==> config.mk <==
export PLATFORM = sky130hd
export DESIGN_NAME = hbdp_top
export DESIGN_NICKNAME = d
export VERILOG_FILES = /design/src/rtl/hbdp_deglitch.v /design/src/rtl/hbdp_top.v
export VERILOG_INCLUDE_DIRS = /design/src /design/src/rtl
export SDC_FILE = /design/constraint.sdc
export NUM_CORES = 1
export LEC_CHECK = 0
export ABC_AREA = 1
export BUFFER_PORTS_ARGS = -buffer_cell sky130_fd_sc_hd__buf_2
export CORE_MARGIN = 5
export CORE_UTILIZATION = 45
export DETAILED_ROUTE_END_ITERATION = 10
export GPL_TIMING_DRIVEN = 0
export SLEW_MARGIN = 20
export SYNTH_ARGS = -nofsm -noshare
export SYNTH_HDL_FRONTEND = slang
export SYNTH_SLANG_ARGS = --single-unit
==> constraint.sdc <==
create_clock -name mclk -period 4 [get_ports mclk]
set_clock_uncertainty 0.15 [all_clocks]
set_input_delay 0.8 -clock mclk [delete_from_list [all_inputs] [get_ports mclk]]
set_output_delay 0.8 -clock mclk [all_outputs]
set_load 0.02 [all_outputs]
==> src/rtl/hbdp_defines.vh <==
// Constants and timing counts for the half-bridge decode and protect block
`ifndef HBDP_DEFINES_VH
`define HBDP_DEFINES_VH
`define HBDP_CLK_MHZ 20
`define HBDP_SCH_SIX 2'h0
`define HBDP_SCH_SIX_LIM 2'h1
`define HBDP_SCH_THREE 2'h2
`define HBDP_SCH_THREE_LIM 2'h3
`define HBDP_OUT_OFF 2'h0
`define HBDP_OUT_HIGH 2'h1
`define HBDP_OUT_LOW 2'h2
// Times in ns or ms, counts in cycles (qualify: round up)
`define HBDP_T_OCF0_NS 300
`define HBDP_T_OCF1_NS 600
`define HBDP_T_OCF2_NS 1250
`define HBDP_T_OCF3_NS 1600
`define HBDP_T_UV_NS 5000
`define HBDP_T_OV_NS 5000
`define HBDP_T_BLANK_NS 5000
`define HBDP_T_RST_SHORT_MS 5
`define HBDP_T_RST_LONG_MS 500
`define HBDP_T_READY_MS 1
`define HBDP_CYC_NS(t) (((t) * `HBDP_CLK_MHZ + 999) / 1000)
`define HBDP_CYC_MS(t) ((t) * `HBDP_CLK_MHZ * 1000)
`define HBDP_CYC_OCF0 `HBDP_CYC_NS(`HBDP_T_OCF0_NS)
`define HBDP_CYC_OCF1 `HBDP_CYC_NS(`HBDP_T_OCF1_NS)
`define HBDP_CYC_OCF2 `HBDP_CYC_NS(`HBDP_T_OCF2_NS)
`define HBDP_CYC_OCF3 `HBDP_CYC_NS(`HBDP_T_OCF3_NS)
`define HBDP_CYC_UV `HBDP_CYC_NS(`HBDP_T_UV_NS)
`define HBDP_CYC_OV `HBDP_CYC_NS(`HBDP_T_OV_NS)
`define HBDP_CYC_BLANK `HBDP_CYC_NS(`HBDP_T_BLANK_NS)
`define HBDP_CYC_RST_SHORT `HBDP_CYC_MS(`HBDP_T_RST_SHORT_MS)
`define HBDP_CYC_RST_LONG `HBDP_CYC_MS(`HBDP_T_RST_LONG_MS)
`define HBDP_CYC_READY `HBDP_CYC_MS(`HBDP_T_READY_MS)
`endif

==> src/rtl/hbdp_deglitch.v <==
// Persistence filter: output follows input after it holds for a set count
`timescale 1ns/1ps
module hbdp_deglitch (
    input wire mclk,
    input wire rst_n,
    input wire raw,
    input wire [7:0] count_lim,
    output reg qual
);
    reg [7:0] cnt_q;
    always @(posedge mclk or negedge rst_n) begin
        if (!rst_n) begin
            cnt_q <= 8'h00;
            qual <= 1'b0;
        end else if (raw == qual) begin
            cnt_q <= 8'h00;
        end else if (cnt_q >= count_lim - 8'h01) begin
            cnt_q <= 8'h00;
            qual <= raw;
        end else begin
            cnt_q <= cnt_q + 8'h01;
        end
    end
endmodule

==> src/rtl/hbdp_top.v <==
// Half-bridge input decode, current limit and fault qualification
`timescale 1ns/1ps
`include "hbdp_defines.vh"
module hbdp_top #(
    parameter RST_SHORT_CYC = `HBDP_CYC_RST_SHORT,
    parameter RST_LONG_CYC = `HBDP_CYC_RST_LONG,
    parameter READY_CYC = `HBDP_CYC_READY
) (
    input wire mclk,
    input wire resetn,
    input wire [2:0] high_side_input,
    input wire [2:0] low_side_input,
    input wire [1:0] scheme_select,
    input wire strap_variant,
    input wire [1:0] overcurrent_filter_select,
    input wire overcurrent_restart_select,
    input wire overcurrent_trip_level,
    input wire supply_high_guard_enable,
    input wire supply_high_guard_threshold,
    input wire [2:0] overcurrent_raw,
    input wire supply_low_raw,
    input wire supply_high_raw,
    input wire limit_compare_raw,
    output reg [5:0] half_bridge_output,
    output reg reference_or_limit_input,
    output reg sense_amp_output,
    output reg trip_level_high,
    output reg supply_high_level_low,
    output reg fault_flag_n_o,
    output reg fault_flag_n_oe,
    output reg [3:0] fault_status,
    output reg serial_ready
);
    localparam ST_RUN = 2'h0;
    localparam ST_HOLD = 2'h1;
    localparam ST_WAIT = 2'h2;
    // Cycle counts as full 32-bit values
    localparam [31:0] OCF0_W = `HBDP_CYC_OCF0;
    localparam [31:0] OCF1_W = `HBDP_CYC_OCF1;
    localparam [31:0] OCF2_W = `HBDP_CYC_OCF2;
    localparam [31:0] OCF3_W = `HBDP_CYC_OCF3;
    localparam [31:0] UV_W = `HBDP_CYC_UV;
    localparam [31:0] OV_W = `HBDP_CYC_OV;
    localparam [31:0] BLANK_W = `HBDP_CYC_BLANK;
    localparam [31:0] RST_S_W = RST_SHORT_CYC;
    localparam [31:0] RST_L_W = RST_LONG_CYC;
    localparam [31:0] RDY_W = READY_CYC;
    // Counts cut to their counter widths
    localparam [7:0] OCF0 = OCF0_W[7:0];
    localparam [7:0] OCF1 = OCF1_W[7:0];
    localparam [7:0] OCF2 = OCF2_W[7:0];
    localparam [7:0] OCF3 = OCF3_W[7:0];
    localparam [7:0] UV_CYC = UV_W[7:0];
    localparam [7:0] OV_CYC = OV_W[7:0];
    localparam [7:0] BLANK_CYC = BLANK_W[7:0];
    localparam [23:0] RST_S = RST_S_W[23:0];
    localparam [23:0] RST_L = RST_L_W[23:0];
    localparam [15:0] RDY = RDY_W[15:0];

    reg rst_s1_q;
    reg rst_n;
    always @(posedge mclk or negedge resetn) begin
        if (!resetn) begin
            rst_s1_q <= 1'b0;
            rst_n <= 1'b0;
        end else begin
            rst_s1_q <= 1'b1;
            rst_n <= rst_s1_q;
        end
    end

    // Per-phase decode of one input pair
    function [1:0] decode_phase;
        input [1:0] scheme;
        input hi;
        input lo;
        begin
            if (scheme[1]) begin
                if (!lo)
                    decode_phase = `HBDP_OUT_OFF;
                else
                    decode_phase = hi ? `HBDP_OUT_HIGH : `HBDP_OUT_LOW;
            end else begin
                case ({lo, hi})
                    2'b01: decode_phase = `HBDP_OUT_HIGH;
                    2'b10: decode_phase = `HBDP_OUT_LOW;
                    default: decode_phase = `HBDP_OUT_OFF;
                endcase
            end
        end
    endfunction

    // Scheme carries a current limit
    function is_limited;
        input [1:0] scheme;
        begin
            is_limited = (scheme == `HBDP_SCH_SIX_LIM) ||
                (scheme == `HBDP_SCH_THREE_LIM);
        end
    endfunction

    // Overcurrent filter length
    reg [7:0] ocf_lim;
    always @* begin
        if (strap_variant) begin
            ocf_lim = OCF0;
        end else begin
            case (overcurrent_filter_select)
                2'h0: ocf_lim = OCF0;
                2'h1: ocf_lim = OCF1;
                2'h2: ocf_lim = OCF2;
                default: ocf_lim = OCF3;
            endcase
        end
    end

    wire oc_any = |overcurrent_raw;
    wire oc_qual;
    wire uv_qual;
    wire ov_qual;
    wire ov_gated = supply_high_raw & supply_high_guard_enable & ~strap_variant;

    hbdp_deglitch u_oc (
        .mclk(mclk),
        .rst_n(rst_n),
        .raw(oc_any),
        .count_lim(ocf_lim),
        .qual(oc_qual)
    );
    hbdp_deglitch u_uv (
        .mclk(mclk),
        .rst_n(rst_n),
        .raw(supply_low_raw),
        .count_lim(UV_CYC),
        .qual(uv_qual)
    );
    hbdp_deglitch u_ov (
        .mclk(mclk),
        .rst_n(rst_n),
        .raw(ov_gated),
        .count_lim(OV_CYC),
        .qual(ov_qual)
    );

    // Overcurrent restart sequence
    reg [1:0] st_q;
    reg [1:0] st_d;
    reg [23:0] rcnt_q;
    reg [23:0] rcnt_d;
    wire [23:0] rst_lim = (!strap_variant && overcurrent_restart_select) ? RST_L : RST_S;
    always @* begin
        st_d = st_q;
        rcnt_d = rcnt_q;
        case (st_q)
            ST_RUN: begin
                if (oc_qual) begin
                    st_d = ST_HOLD;
                    rcnt_d = 24'h000000;
                end
            end
            ST_HOLD: begin
                if (rcnt_q >= rst_lim - 24'h000001) begin
                    st_d = ST_WAIT;
                end else begin
                    rcnt_d = rcnt_q + 24'h000001;
                end
            end
            ST_WAIT: begin
                if (!oc_qual)
                    st_d = ST_RUN;
                else begin
                    st_d = ST_HOLD;
                    rcnt_d = 24'h000000;
                end
            end
            default: st_d = ST_RUN;
        endcase
    end

    // Current limit blanking after switching
    reg [5:0] dec_prev_q;
    reg [7:0] blank_q;
    wire [5:0] dec;
    wire [5:0] masked;
    wire [2:0] ph_changed;
    wire lim_mode = is_limited(scheme_select);
    wire switched = (dec != dec_prev_q);
    // Comparator counts only outside blanking
    wire lim_hit = lim_mode && limit_compare_raw && (blank_q == 8'h00) && !switched;

    // Any decoded change restarts the blanking count
    always @(posedge mclk or negedge rst_n) begin
        if (!rst_n) begin
            dec_prev_q <= 6'h00;
            blank_q <= 8'h00;
        end else begin
            dec_prev_q <= dec;
            if (switched)
                blank_q <= BLANK_CYC - 8'h01;
            else if (blank_q != 8'h00)
                blank_q <= blank_q - 8'h01;
        end
    end

    // Per-phase decode, limit latch and high-side masking
    genvar g;
    generate
        for (g = 0; g < 3; g = g + 1) begin : g_ph
            reg hs_block_q;
            reg [1:0] ph_d;
            // Decode of this phase
            assign dec[2*g+1:2*g] = decode_phase(scheme_select, high_side_input[g],
                low_side_input[g]);
            assign ph_changed[g] = (dec[2*g+1:2*g] != dec_prev_q[2*g+1:2*g]);
            // High side held off until this phase switches again or limit mode ends
            always @(posedge mclk or negedge rst_n) begin
                if (!rst_n)
                    hs_block_q <= 1'b0;
                else if (ph_changed[g] || !lim_mode)
                    hs_block_q <= 1'b0;
                else if (lim_hit)
                    hs_block_q <= 1'b1;
            end
            always @* begin
                ph_d = dec[2*g+1:2*g];
                if (hs_block_q && !ph_changed[g] && ph_d == `HBDP_OUT_HIGH)
                    ph_d = `HBDP_OUT_OFF;
            end
            assign masked[2*g+1:2*g] = ph_d;
        end
    endgenerate

    // Restart sequence registers
    always @(posedge mclk or negedge rst_n) begin
        if (!rst_n) begin
            st_q <= ST_RUN;
            rcnt_q <= 24'h000000;
        end else begin
            st_q <= st_d;
            rcnt_q <= rcnt_d;
        end
    end

    // Bridges forced off while overcurrent hold, undervoltage or overvoltage is active
    wire oc_hold = (st_d != ST_RUN);
    wire any_fault = oc_hold | uv_qual | ov_qual;
    reg [5:0] out_d;
    always @* begin
        out_d = masked;
        if (any_fault)
            out_d = 6'h00;
    end

    // Registered bridge drive
    always @(posedge mclk or negedge rst_n) begin
        if (!rst_n)
            half_bridge_output <= 6'h00;
        else
            half_bridge_output <= out_d;
    end

    // Pin roles per scheme and configuration echo
    always @(posedge mclk or negedge rst_n) begin
        if (!rst_n) begin
            reference_or_limit_input <= 1'b0;
            sense_amp_output <= 1'b1;
            trip_level_high <= 1'b0;
            supply_high_level_low <= 1'b0;
        end else begin
            reference_or_limit_input <= lim_mode;
            sense_amp_output <= ~lim_mode;
            trip_level_high <= overcurrent_trip_level;
            supply_high_level_low <= supply_high_guard_threshold;
        end
    end

    // Open-drain fault flag and cause bits
    always @(posedge mclk or negedge rst_n) begin
        if (!rst_n) begin
            fault_flag_n_o <= 1'b0;
            fault_flag_n_oe <= 1'b0;
            fault_status <= 4'h0;
        end else begin
            fault_flag_n_o <= 1'b0;
            fault_flag_n_oe <= any_fault;
            if (!strap_variant)
                fault_status <= {ov_qual, uv_qual, oc_hold, any_fault};
            else
                fault_status <= 4'h0;
        end
    end

    // Serial port readiness after power up
    reg [15:0] rdy_q;
    always @(posedge mclk or negedge rst_n) begin
        if (!rst_n) begin
            rdy_q <= 16'h0000;
            serial_ready <= 1'b0;
        end else if (rdy_q >= RDY - 16'h0001) begin
            serial_ready <= 1'b1;
        end else begin
            rdy_q <= rdy_q + 16'h0001;
        end
    end
endmodule

==> impl_metrics.toml <==
[final_layout]
seq_area_um2 = 2608
multiInputGateArea_um2 = 2808
final_area_um2 = 6580
drive_above_1_share_pct = 9.866
layout.nets = 863
fill_cells = 1272
syn2layout_area_growth_pct = 12.98
antennaDiodeCount = 0
fin_cells = 993

[clocking]
post_cts_buffers = 0
cts.sinks = 104
cts.path.max_buffers = 2
ctsRootBufferMaster = "clkbuf_16"
clk_latency_ns = 0.35
htreeDepth = 3
ctsHoldBuffers = 0
cts_tree = "yes"
numCtsBuffers = 9
post_cts_resized = 0
clkSlewWorstSetupHoldPaths_ns = 0.07

[critical_path]
rr_startpoint = "rcnt_q[0]$_DFFE_PN0P_"
crit_start = "overcurrent_filter_select[0]"
r2r.worst_path.cells = 11
critical_path_required_ns = 4.07
path_max_fanout = 9
crit_type = "input pin to flip-flop"
worstPathArrival_ns = 3.14
reg2reg_slack_ns = 1.83
cp-end-kind = "flip-flop"
endpoint = "u_oc.qual$_DFFE_PN0P_"
worst_setup_path_start_kind = "input pin"
r2r_end = "rcnt_q[18]$_DFFE_PN0P_"

[routing]
drt_first_pass_iters = 6
wl_met1_um = 5606
wire_per_inst_um = 12.30
route.vias.total = 4880
viasPerCell = 4.914
top_layer_used = "met4"
drc = 0
wl_met2_um = 6027
met3_length_um = 475
finalWirelength_um = 12210
drt_iter0_markers = 319
route.antenna.remaining_nets = 0

[floorplan]
start_util_pct = 45.97
die_w_um = 123.8
rows = 41
io_pins = 40
dieArea_um2 = 15320
core-area_um2 = 12670
die_h_um = 123.8

[global_routing]
grt_pass1_vias = 4773
grt_antenna_before_repair = 0
grt_max_degree = 55
overflow = 0
track_usage_pct = 17.59
grt_pass1_wl_um = 21580

[sta]
slew_violations = 0
relSlewSlack_pct = 55.97
rsz0062_at_grt = "false"
setup_viol = 0
period_share_pct = 76.74
min_period_ns = 3.069
fmax_mhz = 325.8
tightest_slew_ns = 0.6604
hold_viol = 0
worst_hold_slack_ns = 0.07185

[logic_synthesis]
syn_inst = 763
syn_area_um2 = 5824
ys_seq_elements = 104
seq_area_frac_synth_pct = 44.70
synth.distinct_cells = 38
syn_avg_cell_area_um2 = 7.633
yosysWarnings = 0

[place]
place.gp.congestion = 0.9089
place_hpwl_um = 9107
placed_cells = 977
post_dp_cell_area_um2 = 6272
portBuffers = 38

[status]
status = "finished clean"

[run]
max-cap-violations = 0

[power]
peakVddDrop_uv = 359.3
p_total_mw = 2.403
p_per_area_nw_per_um2 = 365.2
p_leak_nw = 3.342

[hold_path]
min_path_type = "input pin to asynchronous set/reset pin"
## kinds of logic (layout without fill, tap and decap cells)
family | after synthesis | in the layout | share of synthesized area, %
AOI/OAI and AO/OA | 36 | 36 | 3.566
xor gates and xnor gates | 40 | 40 | 6.015
adders and majority gates | 24 | 24 | 5.156
buffers and inverters | 106 | 161 | 7.283
DFF | 104 | 104 | 44.70
other | 2 | 5 | 0.1289
and+or+nand+nor | 451 | 451 | 33.15
## metrics by stage
stage,setup WS [ns],utilization (%),TNS [ns]
final,0.9305,51.93,0
after detailed placement,0.6148,49.50,0
after CTS,0.9704,51.93,0
after global routing,0.6676,51.93,0
after floorplan,0.7401,-,0
after global placement,-0.4774,49.25,-47.22
## sequential cells by signal, indices dropped and copies added, names as in the netlist, 3 cells and up
name	flops
rcnt_q	24
rdy_q	16
blank_q	8
u_oc.cnt_q	8
u_ov.cnt_q	8
u_uv.cnt_q	8
dec_prev_q	6
half_bridge_output	6
fault_status	4
g_ph.hs_block_q	3
## cell usage in the layout, fill, tap and decap left out, types with 5 or more instances in the layout
cell       synthesis  final
xor2_1            29     29
clkbuf_16          0      9
nand3_1           70     70
nand4_1           12     12
nand2_1          216    216
nor2_1           103    103
ha_1              24     24
a21oi_1           12     12
nor3b_1            6      6
o21ai_0           11     11
clkbuf_1           4      5
conb_1             2      5
xnor2_1           11     11
buf_2              6     44
nor3_1            23     23
inv_1             88     88
dfrtp_1          103    102
## worst min path at each step
stage	cells past startpoint	end	slack, ns	start
after floorplan	0	rst_n$_DFF_PN0_	0.18	rst_s1_q$_DFF_PN0_
after global placement	0	rst_n$_DFF_PN0_	0.19	rst_s1_q$_DFF_PN0_
after global routing	1	rst_n$_DFF_PN0_	0.05	resetn
after CTS	1	rst_n$_DFF_PN0_	0.05	resetn
after detailed placement	0	rst_n$_DFF_PN0_	0.19	rst_s1_q$_DFF_PN0_
final	1	rst_n$_DFF_PN0_	0.07	resetn
## cell type report
class,instances,area share [%]
Timing Repair Buffer,39,3.309
Inverter,91,5.191
Multi-Input combinational cell,556,42.67
Sequential cell,104,39.63
Buffer,15,1.255
Tap cell,172,3.271
Clock buffer,10,3.480
Clock inverter,6,1.198
## worst max-delay path, stage by stage
cell,delay (ns)
buf_2,0.13
inv_1,0.07
ha_1,0.18
or2_2,0.28
a21oi_1,0.18
nand3_1,0.14
xnor2_1,0.21
ha_1,0.28
nand2_1,0.07
inv_1,0.04
nor4_1,0.19
nand3_1,0.33
nand2_1,0.14
o21ai_0,0.10
## per-layer routing
layer  up-vias  GRT usage (%)
met2        62          30.31
met5         -              0
li1       2514              -
met4         0          4.152
met1      2299          22.45
met3         5          4.042
## cell usage after synthesis
master / n / area [µm²]
a31oi_1: 4 / 25.02
xnor2_1: 11 / 96.34
and3_1: 2 / 12.51
o21bai_1: 1 / 7.510
nor2_1: 103 / 386.6
dfstp_2: 1 / 26.28
buf_2: 6 / 30.03
inv_2: 3 / 11.26
a211oi_1: 3 / 22.52
o211ai_1: 2 / 15.01
clkbuf_1: 4 / 15.01
nand2_2: 1 / 6.260
and2_1: 1 / 6.260
o21ai_0: 11 / 55.05
nand3_1: 70 / 350.3
ha_1: 24 / 300.3
nand4_1: 12 / 75.07
xor2_1: 29 / 254.0
a21oi_2: 2 / 17.52
inv_1: 88 / 330.3
nor2_2: 3 / 18.77
a21oi_1: 12 / 60.06
buf_4: 1 / 7.510
nand3_2: 1 / 10.01
nor3_1: 23 / 115.1
nor3b_1: 6 / 45.04
o21ai_1: 1 / 5.000
nand2_1: 216 / 810.8
nor4_1: 2 / 12.51
or3_1: 2 / 12.51
or2_2: 4 / 25.02
or2_1: 1 / 6.260
dfrtp_1: 103 / 2577
nand3b_1: 2 / 15.01
nand2_4: 2 / 22.52
buf_1: 2 / 7.510
buf_6: 2 / 22.52
conb_1: 2 / 7.510
## report_power, final
group	internal (mW)	switching (mW)	leakage [nW]
clock	0.496	0.412	0.142
sequential	1.10	0.0587	1.36
combinational	0.117	0.220	1.84
Power figures use the tool's default switching activity.
